## config.mk

```make
export PLATFORM = sky130hd
export DESIGN_NAME = vls_line_slicer_ctrl
export DESIGN_NICKNAME = d
export VERILOG_FILES = /design/src/logic/vls_pkg.sv /design/src/logic/vls_line_slicer_ctrl.sv /design/src/logic/vls_type_decode.sv
export SDC_FILE = /design/constraint.sdc
export NUM_CORES = 1
export LEC_CHECK = 0
export BUFFER_PORTS_ARGS = -buffer_cell sky130_fd_sc_hd__buf_2
export CORE_UTILIZATION = 55
export CTS_CLUSTER_DIAMETER = 200
export DETAILED_ROUTE_END_ITERATION = 6
export HOLD_SLACK_MARGIN = 0.08
export PLACE_DENSITY = 0.72
export SYNTH_ARGS = -nofsm -noshare
export SYNTH_HDL_FRONTEND = slang
export SYNTH_SLANG_ARGS = --single-unit
```

## constraint.sdc

```tcl
create_clock -name clk_sys -period 9.6 [get_ports clk_sys]
set_clock_uncertainty 0.15 [all_clocks]
set_input_delay 0.96 -clock clk_sys [delete_from_list [all_inputs] [get_ports clk_sys]]
set_output_delay 0.96 -clock clk_sys [all_outputs]
set_load 0.03 [all_outputs]
```

## src/logic/vls_pkg.sv

```systemverilog
package vls_pkg;

  // per-line table spans video lines 2 to 24
  localparam int        NUM_LINES  = 23;
  localparam logic[8:0] LINE_FIRST = 9'h002;
  localparam logic[8:0] LINE_LAST  = 9'h018;

  // register subaddresses
  localparam logic[7:0] ADDR_CTRL  = 8'h40;
  localparam logic[7:0] ADDR_LINE0 = 8'h41;
  localparam logic[7:0] ADDR_LINEN = 8'h57;
  localparam logic[7:0] ADDR_FC    = 8'h58;
  localparam logic[7:0] ADDR_STAT1 = 8'h61;
  localparam logic[7:0] ADDR_STAT2 = 8'h62;

  // control register bit positions and reset values
  localparam int        CTRL_HAM_BIT  = 6;
  localparam int        CTRL_FCE_BIT  = 5;
  localparam int        CTRL_HUNT_BIT = 4;
  localparam logic[7:0] CTRL_RST      = 8'h00;
  localparam logic[7:0] LINE_RST      = 8'hFF;
  localparam logic[7:0] FC_RST        = 8'h40;

  // framing search constants
  localparam logic[4:0] SEEN_MAX  = 5'h18;
  localparam logic[4:0] HAM_BITS  = 5'h10;
  localparam logic[4:0] ERR_NONE  = 5'h00;
  localparam logic[4:0] ERR_ONE   = 5'h01;

  // fixed framing patterns, last received bit in bit 0, and their lengths
  localparam logic[23:0] PAT_TTX  = 24'h000027;
  localparam logic[23:0] PAT_CC   = 24'h000001;
  localparam logic[23:0] PAT_PSD  = 24'h009951;
  localparam logic[23:0] PAT_WSS  = 24'h1E3C1F;
  localparam logic[4:0]  LEN_TTX  = 5'h08;
  localparam logic[4:0]  LEN_CC   = 5'h03;
  localparam logic[4:0]  LEN_PSD  = 5'h10;
  localparam logic[4:0]  LEN_WSS  = 5'h18;
  localparam logic[4:0]  LEN_PROG = 5'h08;

  // data type codes, same for both fields
  typedef enum logic [3:0] {
    DT_TTX625  = 4'b0000,
    DT_CAPTION_625_TYPE   = 4'b0001,
    DT_PSD     = 4'b0010,
    DT_WSS     = 4'b0011,
    DT_TTX525  = 4'b0100,
    DT_CAPTION_525_TYPE   = 4'b0101,
    DT_TEST    = 4'b0110,
    DT_RAW     = 4'b0111,
    DT_GTEXT   = 4'b1000,
    DT_TC625   = 4'b1001,
    DT_TC525   = 4'b1010,
    DT_RSVD    = 4'b1011,
    DT_USBT    = 4'b1100,
    DT_JTEXT   = 4'b1101,
    DT_JSWITCH = 4'b1110,
    DT_VIDEO   = 4'b1111
  } vls_dtype_t;

  // what one data type asks of the slicer
  typedef struct packed {
    logic [23:0] pattern;     // framing bits, last received in bit 0
    logic [4:0]  length;      // framing length in bits
    logic        search;      // framing search wanted
    logic        hamming;     // type calls for hamming check
    logic        pass_video;  // pass component samples
  } vls_type_cfg_t;

  // slicer control register fields
  typedef struct packed {
    logic ham_disable;
    logic fc_strict;
    logic amp_stop;
  } vls_ctrl_t;

  // count of ones in a 24-bit word
  function automatic logic [4:0] vls_popcount(input logic [23:0] v);
    logic [4:0] n;
    n = 5'h00;
    for (int i = 0; i < 24; i++)
      n = n + {4'h0, v[i]};
    return n;
  endfunction

  // hamming 8/4 byte: all four parity groups must be odd
  function automatic logic vls_ham_ok(input logic [7:0] b);
    logic a;
    logic c;
    logic d;
    logic e;
    a = b[0] ^ b[1] ^ b[5] ^ b[7];
    c = b[1] ^ b[2] ^ b[3] ^ b[7];
    d = b[1] ^ b[3] ^ b[4] ^ b[5];
    e = ^b;
    return a & c & d & e;
  endfunction

endpackage

```

## src/logic/vls_line_slicer_ctrl.sv

```systemverilog
`timescale 1ns/1ns
// Behaviour
// hamming bit zero checks two bytes after framing
// strict bit refuses framing codes with one error
// search stop bit halts amplitude searching
// one type register per line, field nibbles
// code 0011 hunts wide-screen pattern 1E3C1Fh
// caption codes 0101, 0001 use pattern 001
// time code types use programmable framing code
// japanese switch and text use programmable code
// test line passes samples, no framing search
// code 1111 default, active video passed
// other codes: teletext, service data, raw, reserved
// field and line number pick the nibble
// programmable framing register resets to 40h
// status field reports current line data type
module vls_line_slicer_ctrl (
  clk_sys,
  rst,
  ce,
  reg_addr,
  reg_wdata,
  reg_wr,
  reg_rd,
  reg_rdata,
  line_start,
  line_end,
  line_num,
  field_id,
  bit_valid,
  bit_data,
  cur_type,
  slice_active,
  video_pass,
  amp_search_en,
  frame_found,
  frame_one_err,
  ham_done,
  ham_err
);
  input  wire logic        clk_sys;        // line-locked clock
  input  wire logic        rst;            // async reset, active high
  input  wire logic        ce;             // freezes all state when low
  input  wire logic [7:0]  reg_addr;       // register subaddress
  input  wire logic [7:0]  reg_wdata;      // write data
  input  wire logic        reg_wr;         // write strobe
  input  wire logic        reg_rd;         // read strobe
  output logic      [7:0]  reg_rdata;      // read data, one cycle after strobe
  input  wire logic        line_start;     // pulse at start of each line
  input  wire logic        line_end;       // pulse at end of each line
  input  wire logic [8:0]  line_num;       // line number of the new line
  input  wire logic        field_id;       // 0 field 1, 1 field 2
  input  wire logic        bit_valid;      // one sliced bit present
  input  wire logic        bit_data;       // sliced bit value
  output logic      [3:0]  cur_type;       // data type of current line
  output logic             slice_active;   // framing search or data collect
  output logic             video_pass;     // pass component samples
  output logic             amp_search_en;  // amplitude searching running
  output logic             frame_found;    // pulse: framing code accepted
  output logic             frame_one_err;  // accepted code had one error
  output logic             ham_done;       // pulse: two bytes checked
  output logic             ham_err;        // hamming failure on last check

  // line state machine
  typedef enum logic [1:0] {
    ST_IDLE = 2'b00,
    ST_HUNT = 2'b01,
    ST_DATA = 2'b10,
    ST_DONE = 2'b11
  } vls_state_t;

  vls_pkg::vls_ctrl_t      ctrl_q;          // slicer control fields
  logic [7:0]              line_q [vls_pkg::NUM_LINES];  // per-line types
  logic [7:0]              fc_q;            // programmable framing code
  logic [3:0]              type_q;          // latched type of this line
  logic [8:0]              lnum_q;          // latched line number
  logic                    fld_q;           // latched field
  logic [3:0]              sel_type;        // type picked for new line
  logic [4:0]              line_idx;        // table index of new line
  logic                    in_table;        // new line within 2..24
  vls_pkg::vls_type_cfg_t  cfg;             // decode of latched type
  vls_state_t              state_q;         // line state
  logic [23:0]             sr_q;            // received bit history
  logic [23:0]             sr_d;            // history with new bit
  logic [4:0]              seen_q;          // bits seen, saturating
  logic [4:0]              cnt_q;           // data bits collected
  logic [23:0]             len_mask;        // mask of framing length
  logic [4:0]              errs;            // framing mismatches
  logic                    match;           // framing accepted now
  logic                    ham_want;        // check requested this line
  logic [7:0]              rdata_d;         // read mux

  // decode of the line's data type
  vls_type_decode u_decode (
    .dtype   (type_q),
    .prog_fc (fc_q),
    .cfg     (cfg)
  );

  // slicer control register
  always_ff @(posedge clk_sys or posedge rst)
  begin
    if (rst)
      ctrl_q <= '0;
    else if (ce && reg_wr && reg_addr == vls_pkg::ADDR_CTRL)
    begin
      ctrl_q.ham_disable <= reg_wdata[vls_pkg::CTRL_HAM_BIT];
      ctrl_q.fc_strict   <= reg_wdata[vls_pkg::CTRL_FCE_BIT];
      ctrl_q.amp_stop    <= reg_wdata[vls_pkg::CTRL_HUNT_BIT];
    end
  end

  // one type register per line at consecutive subaddresses
  for (genvar g = 0; g < vls_pkg::NUM_LINES; g++)
  begin : g_line
    always_ff @(posedge clk_sys or posedge rst)
    begin
      if (rst)
        line_q[g] <= vls_pkg::LINE_RST;
      else if (ce && reg_wr && reg_addr == vls_pkg::ADDR_LINE0 + 8'(g))
        line_q[g] <= reg_wdata;
    end
  end

  // programmable framing code register
  always_ff @(posedge clk_sys or posedge rst)
  begin
    if (rst)
      fc_q <= vls_pkg::FC_RST;
    else if (ce && reg_wr && reg_addr == vls_pkg::ADDR_FC)
      fc_q <= reg_wdata;
  end

  // nibble pick from field and line number
  always_comb
  begin
    in_table = (line_num >= vls_pkg::LINE_FIRST) && (line_num <= vls_pkg::LINE_LAST);
    line_idx = 5'(line_num - vls_pkg::LINE_FIRST);
    sel_type = vls_pkg::DT_VIDEO;
    if (in_table)
      sel_type = field_id ? line_q[line_idx][3:0] : line_q[line_idx][7:4];
  end

  // latch type, line and field at line start
  always_ff @(posedge clk_sys or posedge rst)
  begin
    if (rst)
    begin
      type_q <= vls_pkg::DT_VIDEO;
      lnum_q <= '0;
      fld_q  <= 1'b0;
    end
    else if (ce && line_start)
    begin
      type_q <= sel_type;
      lnum_q <= line_num;
      fld_q  <= field_id;
    end
  end

  // framing comparison over the selected length
  always_comb
  begin
    sr_d     = {sr_q[22:0], bit_data};
    len_mask = ~(24'hFFFFFF << cfg.length);
    errs     = vls_pkg::vls_popcount((sr_d ^ cfg.pattern) & len_mask);
    match    = (5'(seen_q + 5'h01) >= cfg.length) &&
               ((errs == vls_pkg::ERR_NONE) ||
                (errs == vls_pkg::ERR_ONE && !ctrl_q.fc_strict));
    ham_want = cfg.hamming && !ctrl_q.ham_disable;
  end

  // per-line sequence: hunt framing, then collect checked bytes
  always_ff @(posedge clk_sys or posedge rst)
  begin
    if (rst)
      state_q <= ST_IDLE;
    else if (ce)
    begin
      if (line_start)
        state_q <= ST_HUNT;  // type becomes valid next cycle
      else
      begin
        case (state_q)
          ST_IDLE:
            state_q <= ST_IDLE;
          ST_HUNT:
          begin
            if (!cfg.search)
              state_q <= ST_DONE;
            else if (line_end)
              state_q <= ST_IDLE;
            else if (bit_valid && match)
              state_q <= ham_want ? ST_DATA : ST_DONE;
          end
          ST_DATA:
          begin
            if (line_end)
              state_q <= ST_IDLE;
            else if (bit_valid && cnt_q == vls_pkg::HAM_BITS - 5'h01)
              state_q <= ST_DONE;
          end
          ST_DONE:
            state_q <= line_end ? ST_IDLE : ST_DONE;
          default:
            state_q <= ST_IDLE;
        endcase
      end
    end
  end

  // bit history and counters
  always_ff @(posedge clk_sys or posedge rst)
  begin
    if (rst)
    begin
      sr_q   <= '0;
      seen_q <= '0;
      cnt_q  <= '0;
    end
    else if (ce)
    begin
      if (line_start)
      begin
        sr_q   <= '0;
        seen_q <= '0;
        cnt_q  <= '0;
      end
      else if (bit_valid && (state_q == ST_HUNT || state_q == ST_DATA))
      begin
        sr_q <= sr_d;
        if (seen_q != vls_pkg::SEEN_MAX)
          seen_q <= 5'(seen_q + 5'h01);
        if (state_q == ST_DATA)
          cnt_q <= 5'(cnt_q + 5'h01);
      end
    end
  end

  // framing result flags
  always_ff @(posedge clk_sys or posedge rst)
  begin
    if (rst)
    begin
      frame_found   <= 1'b0;
      frame_one_err <= 1'b0;
    end
    else if (ce)
    begin
      frame_found <= (state_q == ST_HUNT) && cfg.search && bit_valid && match &&
                     !line_start && !line_end;
      if (line_start)
        frame_one_err <= 1'b0;
      else if (state_q == ST_HUNT && cfg.search && bit_valid && match && !line_end)
        frame_one_err <= (errs == vls_pkg::ERR_ONE);
    end
  end

  // hamming check of the two bytes after framing
  always_ff @(posedge clk_sys or posedge rst)
  begin
    if (rst)
    begin
      ham_done <= 1'b0;
      ham_err  <= 1'b0;
    end
    else if (ce)
    begin
      ham_done <= 1'b0;
      if (state_q == ST_DATA && bit_valid && !line_start && !line_end &&
          cnt_q == vls_pkg::HAM_BITS - 5'h01)
      begin
        ham_done <= 1'b1;
        ham_err  <= !(vls_pkg::vls_ham_ok(sr_d[15:8]) && vls_pkg::vls_ham_ok(sr_d[7:0]));
      end
    end
  end

  // level outputs toward the slicer datapath
  always_comb
  begin
    cur_type      = type_q;
    slice_active  = (state_q == ST_HUNT || state_q == ST_DATA) && cfg.search;
    video_pass    = (state_q != ST_IDLE) && cfg.pass_video;
    amp_search_en = !ctrl_q.amp_stop;
  end

  // register read mux; unmapped subaddresses read zero
  always_comb
  begin
    rdata_d = 8'h00;
    if (reg_addr == vls_pkg::ADDR_CTRL)
      rdata_d = 8'({ctrl_q, 4'h0});
    else if (reg_addr >= vls_pkg::ADDR_LINE0 && reg_addr <= vls_pkg::ADDR_LINEN)
      rdata_d = line_q[5'(reg_addr - vls_pkg::ADDR_LINE0)];
    else if (reg_addr == vls_pkg::ADDR_FC)
      rdata_d = fc_q;
    else if (reg_addr == vls_pkg::ADDR_STAT1)
      rdata_d = {2'h0, fld_q, lnum_q[8:4]};
    else if (reg_addr == vls_pkg::ADDR_STAT2)
      rdata_d = {lnum_q[3:0], type_q};
  end

  // read data held in a register
  always_ff @(posedge clk_sys or posedge rst)
  begin
    if (rst)
      reg_rdata <= 8'h00;
    else if (ce && reg_rd)
      reg_rdata <= rdata_d;
  end
endmodule

```

## src/logic/vls_type_decode.sv

```systemverilog
`timescale 1ns/1ns
// maps a data type code onto its framing and checking needs
module vls_type_decode (
  input  wire logic [3:0]            dtype,
  input  wire logic [7:0]            prog_fc,
  output vls_pkg::vls_type_cfg_t     cfg
);

  // one decode per code; programmable types use the framing register
  always_comb
  begin
    cfg = '0;
    case (dtype)
      vls_pkg::DT_TTX625, vls_pkg::DT_TTX525:
      begin
        cfg.pattern = vls_pkg::PAT_TTX;
        cfg.length  = vls_pkg::LEN_TTX;
        cfg.search  = 1'b1;
        cfg.hamming = 1'b1;
      end
      vls_pkg::DT_CAPTION_625_TYPE, vls_pkg::DT_CAPTION_525_TYPE:
      begin
        cfg.pattern = vls_pkg::PAT_CC;
        cfg.length  = vls_pkg::LEN_CC;
        cfg.search  = 1'b1;
      end
      vls_pkg::DT_PSD:
      begin
        cfg.pattern = vls_pkg::PAT_PSD;
        cfg.length  = vls_pkg::LEN_PSD;
        cfg.search  = 1'b1;
      end
      vls_pkg::DT_WSS:
      begin
        cfg.pattern = vls_pkg::PAT_WSS;
        cfg.length  = vls_pkg::LEN_WSS;
        cfg.search  = 1'b1;
      end
      vls_pkg::DT_GTEXT, vls_pkg::DT_TC625, vls_pkg::DT_TC525,
      vls_pkg::DT_JTEXT, vls_pkg::DT_JSWITCH:
      begin
        cfg.pattern = {16'h0000, prog_fc};
        cfg.length  = vls_pkg::LEN_PROG;
        cfg.search  = 1'b1;
        cfg.hamming = (dtype == vls_pkg::DT_GTEXT);
      end
      vls_pkg::DT_TEST, vls_pkg::DT_VIDEO:
        cfg.pass_video = 1'b1;
      default:
        cfg = '0;  // raw, reserved, broadcast text: no framing
    endcase
  end

endmodule

```

Word-level counts from Yosys, hierarchy flattened. Cells that the tools add are included.

Add/subtract/negate cells: 27. $lt $le $gt $ge: 7. Equal/unequal tests: 47. Shift-type cells: 1. Multiplexer cells: 36. Bitwise gates (word level): 29. Reduce and logical (&&, ||, !) cells: 77.

Operators with widths (count): $eq 8x7->1 const B (27); $pmux 27 s5 (1); $add 5x1->5 (19); $bmux 8 s5 (2); $mux 8 (9); $logic_and 1x1->1 (49); $mux 23 (2); $mux 5 (6); $and 24x24->24 (1); $eq 4x4->1 const B (6); $not 24->24 (1); $shl 24x5->24 const A (1); $xor 24x21->24 (1); $xor 1x1->1 (18); $reduce_xor 8->1 (2); $mux 2 (7); $eq 4x3->1 const B (3); $ge 6x6->1 const B (2); $not 5->6 (2); $add 5x1->5 const B (2); $ne 5x5->1 const B (2); $reduce_bool 2->1 (5); $ge 9x2->1 const B (1); $le 9x5->1 const B (1); other kinds (30) (54).

Register bits after elaboration: 256. Bits of input ports: 35. Output and inout bits: 19. Word-level logic and storage cells: 263.

Longest topological paths before layout.
Word-level depth: 39. Depth in mapped cells: 22. Mapped depth without buffers: 21.

Hierarchy. Synthesis repeated with hierarchy kept, for this count alone.

Cells, all modules: 1288. Area total of the unflattened synthesis: 15920.3 um2.

By module, submodules not included: vls_line_slicer_ctrl (times used 1, cells an instance 1216, area each 15426.0 um2, sequential area each 6642.6 um2); vls_type_decode (times used 1, cells an instance 72, area each 494.2 um2, sequential area each 0.0 um2).

Worst setup path before layout. OpenSTA, ideal clock, no wires.

Path type: reg2reg. From: register type_q[3] (netlist: cur_type[3]). To: register state_q[1]. Setup time: 0.125 ns. Arrival time: 6.262 ns. Required time: 9.325 ns. Slack: 3.064 ns. Cell stages (with the launch flop): 22. Buffers on the path: 3. Period minus slack after synthesis: 6.536 ns. Cells stage by stage: dfstp_2 -> clkbuf_1 -> buf_1 -> clkbuf_1 -> nand2_1 -> o21ai_0 -> a211oi_1 -> fa_1 -> inv_1 -> fa_1 -> inv_1 -> fa_1 -> fa_1 -> inv_1 -> fa_1 -> inv_1 -> ha_1 -> fa_1 -> a2111oi_0 -> nand4_1 -> a31oi_1 -> mux2_2.

Cells in the longest elaborated chain, start to end: 36. Elaborated cells between the ends (all ways): 54. Classes of those cells: 23 x add/sub; 1 x order compare; 12 x eq/ne; 1 x shift; 4 x mux; 3 x bitwise; 10 x reduce/logical.

Ends and longest elaborated chain: start, declared (line vls_line_slicer_ctrl.sv:75) `logic [3:0] type_q;`; start signal, assigned (line vls_line_slicer_ctrl.sv:149) `type_q <= vls_pkg::DT_VIDEO;`; start signal, assigned (line vls_line_slicer_ctrl.sv:155) `type_q <= sel_type;`; $eq 4x4->1 (tied with other cells) (line vls_type_decode.sv:13) `case (dtype)`; $reduce_or 5->1 or $reduce_or 2->1 (tied branches) (line vls_type_decode.sv:13); $pmux 27 s5 * (line vls_type_decode.sv:13); $shl 24x5->24 (line vls_line_slicer_ctrl.sv:165) `len_mask = ~(24'hFFFFFF << cfg.length);`; $not 24->24 (line vls_line_slicer_ctrl.sv:165); $and 24x24->24 (line vls_line_slicer_ctrl.sv:166) `errs = vls_pkg::vls_popcount((sr_d ^ cfg.pattern) & len_mask);`; $add 1x1->2 (line vls_pkg.sv:82) `n = n + {4'h0, v[i]};`; $add 2x1->3 (line vls_pkg.sv:82); (+2 left out); $add 5x1->5 (19 in a row) (line vls_pkg.sv:82); $eq 5x1->1 (line vls_line_slicer_ctrl.sv:169) `(errs == vls_pkg::ERR_ONE && !ctrl_q.fc_strict));`; $logic_and 1x1->1 (line vls_line_slicer_ctrl.sv:169); $logic_or 1x1->1 (line vls_line_slicer_ctrl.sv:168) `((errs == vls_pkg::ERR_NONE) ||`; $logic_and 1x1->1 (line vls_line_slicer_ctrl.sv:167) `match = (5'(seen_q + 5'h01) >= cfg.length) &&`; $logic_and 1x1->1 (line vls_line_slicer_ctrl.sv:193) `else if (bit_valid && match)`; $ne 5x5->1 (no source line); $reduce_and 3->1 (no source line); end signal, assigned (line vls_line_slicer_ctrl.sv:194) `state_q <= ham_want ? ST_DATA : ST_DONE;`; end signal, assigned (line vls_line_slicer_ctrl.sv:204) `state_q <= line_end ? ST_IDLE : ST_DONE;`; end, declared (line vls_line_slicer_ctrl.sv:82) `vls_state_t state_q;`.

Mark *: on every way between the ends. The rest lies on a longest branch, timed or not. A chain may end at the register's enable or synchronous reset.

Worst setup path after layout.
From: register type_q[0] (netlist: cur_type[0]). To: register state_q[1].

The elaborated chain is that of the path after synthesis.

==> load_flow_metrics.sql <==
INSERT INTO impl_metrics (metric_group, metric, value, unit) VALUES
('global_routing', 'first_global_vias', '10570', ''),
('cts', 'path_clk_slew', '0.06', 'ns'),
('cts', 'clock_sink_count', '256', ''),
('timing', 'finalSetupTns', '0', 'ns'),
('power', 'power_density', '158.1', 'nW/µm²'),
('final_layout', 'insertedDiodeCount', '0', ''),
('synthesis', 'yosys_warnings', '0', ''),
('synthesis', 'syn_area_per_cell', '12.29', 'µm²'),
('cts', 'root_buffer', 'sky130_fd_sc_hd__clkbuf_16', ''),
('cts', 'cts_buffers', '29', ''),
('run', 'max-cap-violations', '0', ''),
('timing', 'finalSetupViolations', '0', ''),
('route', 'drcViolationCount', '0', ''),
('route', 'wl_per_cell', '24.36', 'µm'),
('cts', 'htreeDepth', '1', ''),
('route', 'detailroute.via_count', '10700', ''),
('hold_path', 'holdCritStartpoint', 'fld_q$_DFFE_PP0P_', ''),
('global_routing', 'grt_antenna_before_repair', '2', ''),
('global_routing', 'grt_use_total', '28.86', '%'),
('synthesis', 'synth-async-reset-ratio', '100.0', '%'),
('cts', 'max-clock-path-buffers', '3', ''),
('setup_path', 'worst-endpoint-arrival', '7.20', 'ns'),
('route', 'drtIter0Drc', '747', ''),
('setup_path', 'crit_end_element', 'register', ''),
('final_layout', 'syn2layout_area_growth', '8.595', '%'),
('cts', 'cts_hold_repair.buffers', '0', ''),
('setup_path', 'crit_fanout', '27', ''),
('cts', 'post_cts.resized_instances', '0', ''),
('run_status', 'run_status', 'completed', ''),
('synthesis', 'synth.net_count', '1335', ''),
('cts', 'cts_post_setup_buffers_inserted', '0', ''),
('global_routing', 'grt_pass1_wl', '62800', 'µm'),
('cts', 'tritoncts_clock_tree', 'yes', ''),
('timing', 'final_hold_viol_count', '0', ''),
('placement', 'dp.final_hpwl', '27170', 'µm'),
('route', 'totalWireLength', '40330', 'µm'),
('synthesis', 'count_of_flip_flops_with_a_built_in_enable_after_synthesis', '0', ''),
('synthesis', 'synth_seq_cells', '256', ''),
('floorplan', 'dieHeight', '169.6', 'µm'),
('synthesis', 'ys_types', '75', ''),
('setup_path', 'data_required_critical_path', '9.88', 'ns'),
('synthesis', 'synth_area', '15450', 'µm²'),
('power', 'peakVddDrop', '0.1402', 'mV'),
('timing', 'max_slew_margin', '26.52', '%'),
('timing', 'tightest_slew', '1.092', 'ns'),
('placement', 'port-buffer-count', '53', ''),
('timing', 'clock.fmax', '144.6', 'MHz'),
('route', 'dr.pass1.iters', '5', ''),
('timing', 'finalWorstPathRequiredPeriod', '6.915', 'ns'),
('route', 'avgViaCountPerCell', '6.458', ''),
('floorplan', 'floorplan.io_pins', '54', ''),
('setup_path', 'timing_worst_setup_path_type', 'reg2reg', ''),
('route', 'final_antenna_net_count', '0', ''),
('global_routing', 'overflow', '0', ''),
('timing', 'grt_setup_unrepaired', 'false', ''),
('floorplan', 'core-area', '27250', 'µm²'),
('floorplan', 'design.die.area', '28760', 'µm²'),
('floorplan', 'initial_core_util', '56.68', '%'),
('hold_path', 'min-delay-path-class', 'reg2reg', ''),
('placement', 'gpl.final_weighted_congestion', '0.9325', ''),
('synthesis', 'yosys_most_used_dff', 'sky130_fd_sc_hd__dfstp_2', ''),
('setup_path', 'regToRegStartpoint', 'cur_type[0]$_DFFE_PP1P_', ''),
('setup_path', 'startpoint', 'cur_type[0]$_DFFE_PP1P_', ''),
('final_layout', 'num-nets-final', '1340', ''),
('cts', 'insertion_delay', '0.55', 'ns'),
('timing', 'layout_worst_path_cycle_share', '72.04', '%'),
('floorplan', 'die_w', '169.6', 'µm'),
('synthesis', 'syn_inst', '1257', ''),
('power', 'static-leakage-power', '0.007059', 'µW'),
('timing', 'final_max_slew_viol_count', '0', ''),
('floorplan', 'rows', '60', ''),
('global_routing', 'grt_start_max_net_pins', '96', ''),
('synthesis', 'ys_seq_area_share', '43.01', '%'),
('power', 'fin_total_pwr', '2652', 'µW'),
('final_layout', 'drive_gt1_share', '47.12', '%'),
('setup_path', 'startpoint_type', 'register', '');
==> layout make-up <==
class,count,area [µm²]
clock buffers,43,849.6
clock inverters,10,108.9
fillers,2138,10480
inverters,43,168.9
multi-input cells,868,8190
flip-flops and latches,256,6643
well taps,372,465.4
repair buffers,64,347.8
==> final timing paths <==
path / endpoint / slack (ns) / cells past startpoint
max: state_q[1]$_DFFE_PP0P_ / 2.68 / 17
min: fld_q$_DFFE_PP0P_ / 0.33 / 2
max reg2reg: state_q[1]$_DFFE_PP0P_ / 2.68 / 17
min reg2reg: fld_q$_DFFE_PP0P_ / 0.33 / 2
max in group asynchronous: sr_q[5]$_DFFE_PP0P_ / 7.46 / 3
min in group asynchronous: cnt_q[3]$_DFFE_PP0P_ / 0.36 / 2
==> cells in the final DEF, fill, tap and decap left out, drive strengths merged, types with 5 or more instances in the layout <==
master | netlist | layout
a211oi | 7 | 7
a21oi | 30 | 30
a221o | 7 | 7
a221oi | 12 | 12
a22o | 24 | 24
a31oi | 13 | 13
a32oi | 5 | 5
and2 | 10 | 10
and3 | 12 | 12
buf | 37 | 64
clkbuf | 53 | 43
clkinv | 0 | 5
dfrtp | 67 | 67
dfstp | 189 | 189
fa | 17 | 17
ha | 26 | 26
inv | 43 | 46
mux2 | 208 | 208
mux2i | 33 | 33
mux4 | 80 | 80
nand2 | 118 | 118
nand2b | 18 | 18
nand3 | 32 | 32
nor2 | 44 | 44
nor2b | 12 | 12
nor3 | 18 | 18
nor4 | 5 | 5
o211ai | 5 | 5
o21ai | 38 | 38
o22ai | 9 | 9
xnor2 | 18 | 18
xor2 | 11 | 11
==> synth_stat cells, types with 5 or more instances <==
master,n,area (µm²)
sky130_fd_sc_hd__nand2b_1,18,112.6
sky130_fd_sc_hd__inv_1,43,161.4
sky130_fd_sc_hd__mux4_2,78,1757
sky130_fd_sc_hd__o22ai_1,9,56.30
sky130_fd_sc_hd__a211oi_1,7,52.55
sky130_fd_sc_hd__a221oi_1,9,78.83
sky130_fd_sc_hd__mux2_2,208,2342
sky130_fd_sc_hd__buf_2,18,90.09
sky130_fd_sc_hd__a21oi_1,30,150.1
sky130_fd_sc_hd__dfstp_2,189,4966
sky130_fd_sc_hd__xor2_1,10,87.58
sky130_fd_sc_hd__and3_1,12,75.07
sky130_fd_sc_hd__nor2_1,43,161.4
sky130_fd_sc_hd__and2_1,7,43.79
sky130_fd_sc_hd__dfrtp_1,67,1677
sky130_fd_sc_hd__clkbuf_1,52,195.2
sky130_fd_sc_hd__ha_1,26,325.3
sky130_fd_sc_hd__xnor2_1,16,140.1
sky130_fd_sc_hd__a221o_1,7,70.07
sky130_fd_sc_hd__buf_6,5,56.30
sky130_fd_sc_hd__nor3_1,17,85.08
sky130_fd_sc_hd__nor2b_1,12,75.07
sky130_fd_sc_hd__a31oi_1,13,81.33
sky130_fd_sc_hd__mux2i_1,33,330.3
sky130_fd_sc_hd__buf_4,8,60.06
sky130_fd_sc_hd__nand3_1,32,160.2
sky130_fd_sc_hd__a22o_1,24,210.2
sky130_fd_sc_hd__nand2_1,118,442.9
sky130_fd_sc_hd__fa_1,17,340.3
sky130_fd_sc_hd__a32oi_1,5,43.79
sky130_fd_sc_hd__o21ai_0,36,180.2
==> per-stage QoR <==
step | setup WS [ns] | std cells | cell area (µm²) | util, % | hold WS [ns]
after CTS | 2.672 | 1656 | 16770 | 61.55 | 0.3351
after detailed placement | 2.694 | 1603 | 15820 | 58.03 | 0.3188
after global placement | 2.921 | 1603 | 15820 | 58.03 | 0.3106
final | 2.685 | 1656 | 16770 | 61.55 | 0.3311
after global routing | 2.267 | 1656 | 16770 | 61.55 | 0.3654
after floorplan | 1.761 | 1257 | 15450 | - | 0.2955
==> layer usage <==
layer	GRT usage [%]	vias up	share of wire, %
met5	0	-	0.060
met4	10.85	4	4.0
met3	5.457	91	7.3
met2	44.85	431	45
met1	40.31	5500	43
li1	-	4669	-
==> power breakdown <==
part	total [µW]	internal (µW)	switching, µW
clock	1110	665	441
combinational	366	138	228
sequential	1180	1140	41.1
total	2650	1940	710
==> registers in the layout (all words and copies together), names as in the netlist <==
signal,cells
cnt_q,5
fld_q,1
frame_found,1
reg_rdata,8
ham_err,1
cur_type,4
lnum_q,9
ctrl_q,3
state_q,2
sr_q,23
frame_one_err,1
fc_q,8
seen_q,5
ham_done,1
line_q,184
==> critical path, cell delays in order (launching register included) <==
cell,delay [ns]
sky130_fd_sc_hd__dfstp_2,0.84
sky130_fd_sc_hd__nand2_1,0.22
sky130_fd_sc_hd__nor3_1,0.65
sky130_fd_sc_hd__nand2b_1,0.17
sky130_fd_sc_hd__fa_1,0.56
sky130_fd_sc_hd__inv_1,0.05
sky130_fd_sc_hd__fa_1,0.55
sky130_fd_sc_hd__fa_1,0.43
sky130_fd_sc_hd__fa_1,0.49
sky130_fd_sc_hd__inv_1,0.05
sky130_fd_sc_hd__fa_1,0.52
sky130_fd_sc_hd__inv_1,0.04
sky130_fd_sc_hd__ha_1,0.21
sky130_fd_sc_hd__fa_1,0.45
sky130_fd_sc_hd__a2111oi_0,0.43
sky130_fd_sc_hd__nand4_1,0.24
sky130_fd_sc_hd__a31oi_1,0.34
sky130_fd_sc_hd__mux2_2,0.38
==> cells by family after synthesis <==
kind of cell	Yosys count	share of synthesized area, %
flops	256	43.01
xor+xnor	29	1.863
mux	321	29.02
buf+inv	133	4.018
compound gates	186	8.781
simple gates	289	9.008
fa+ha+maj	43	4.309
Power figures use the tool's default switching activity.
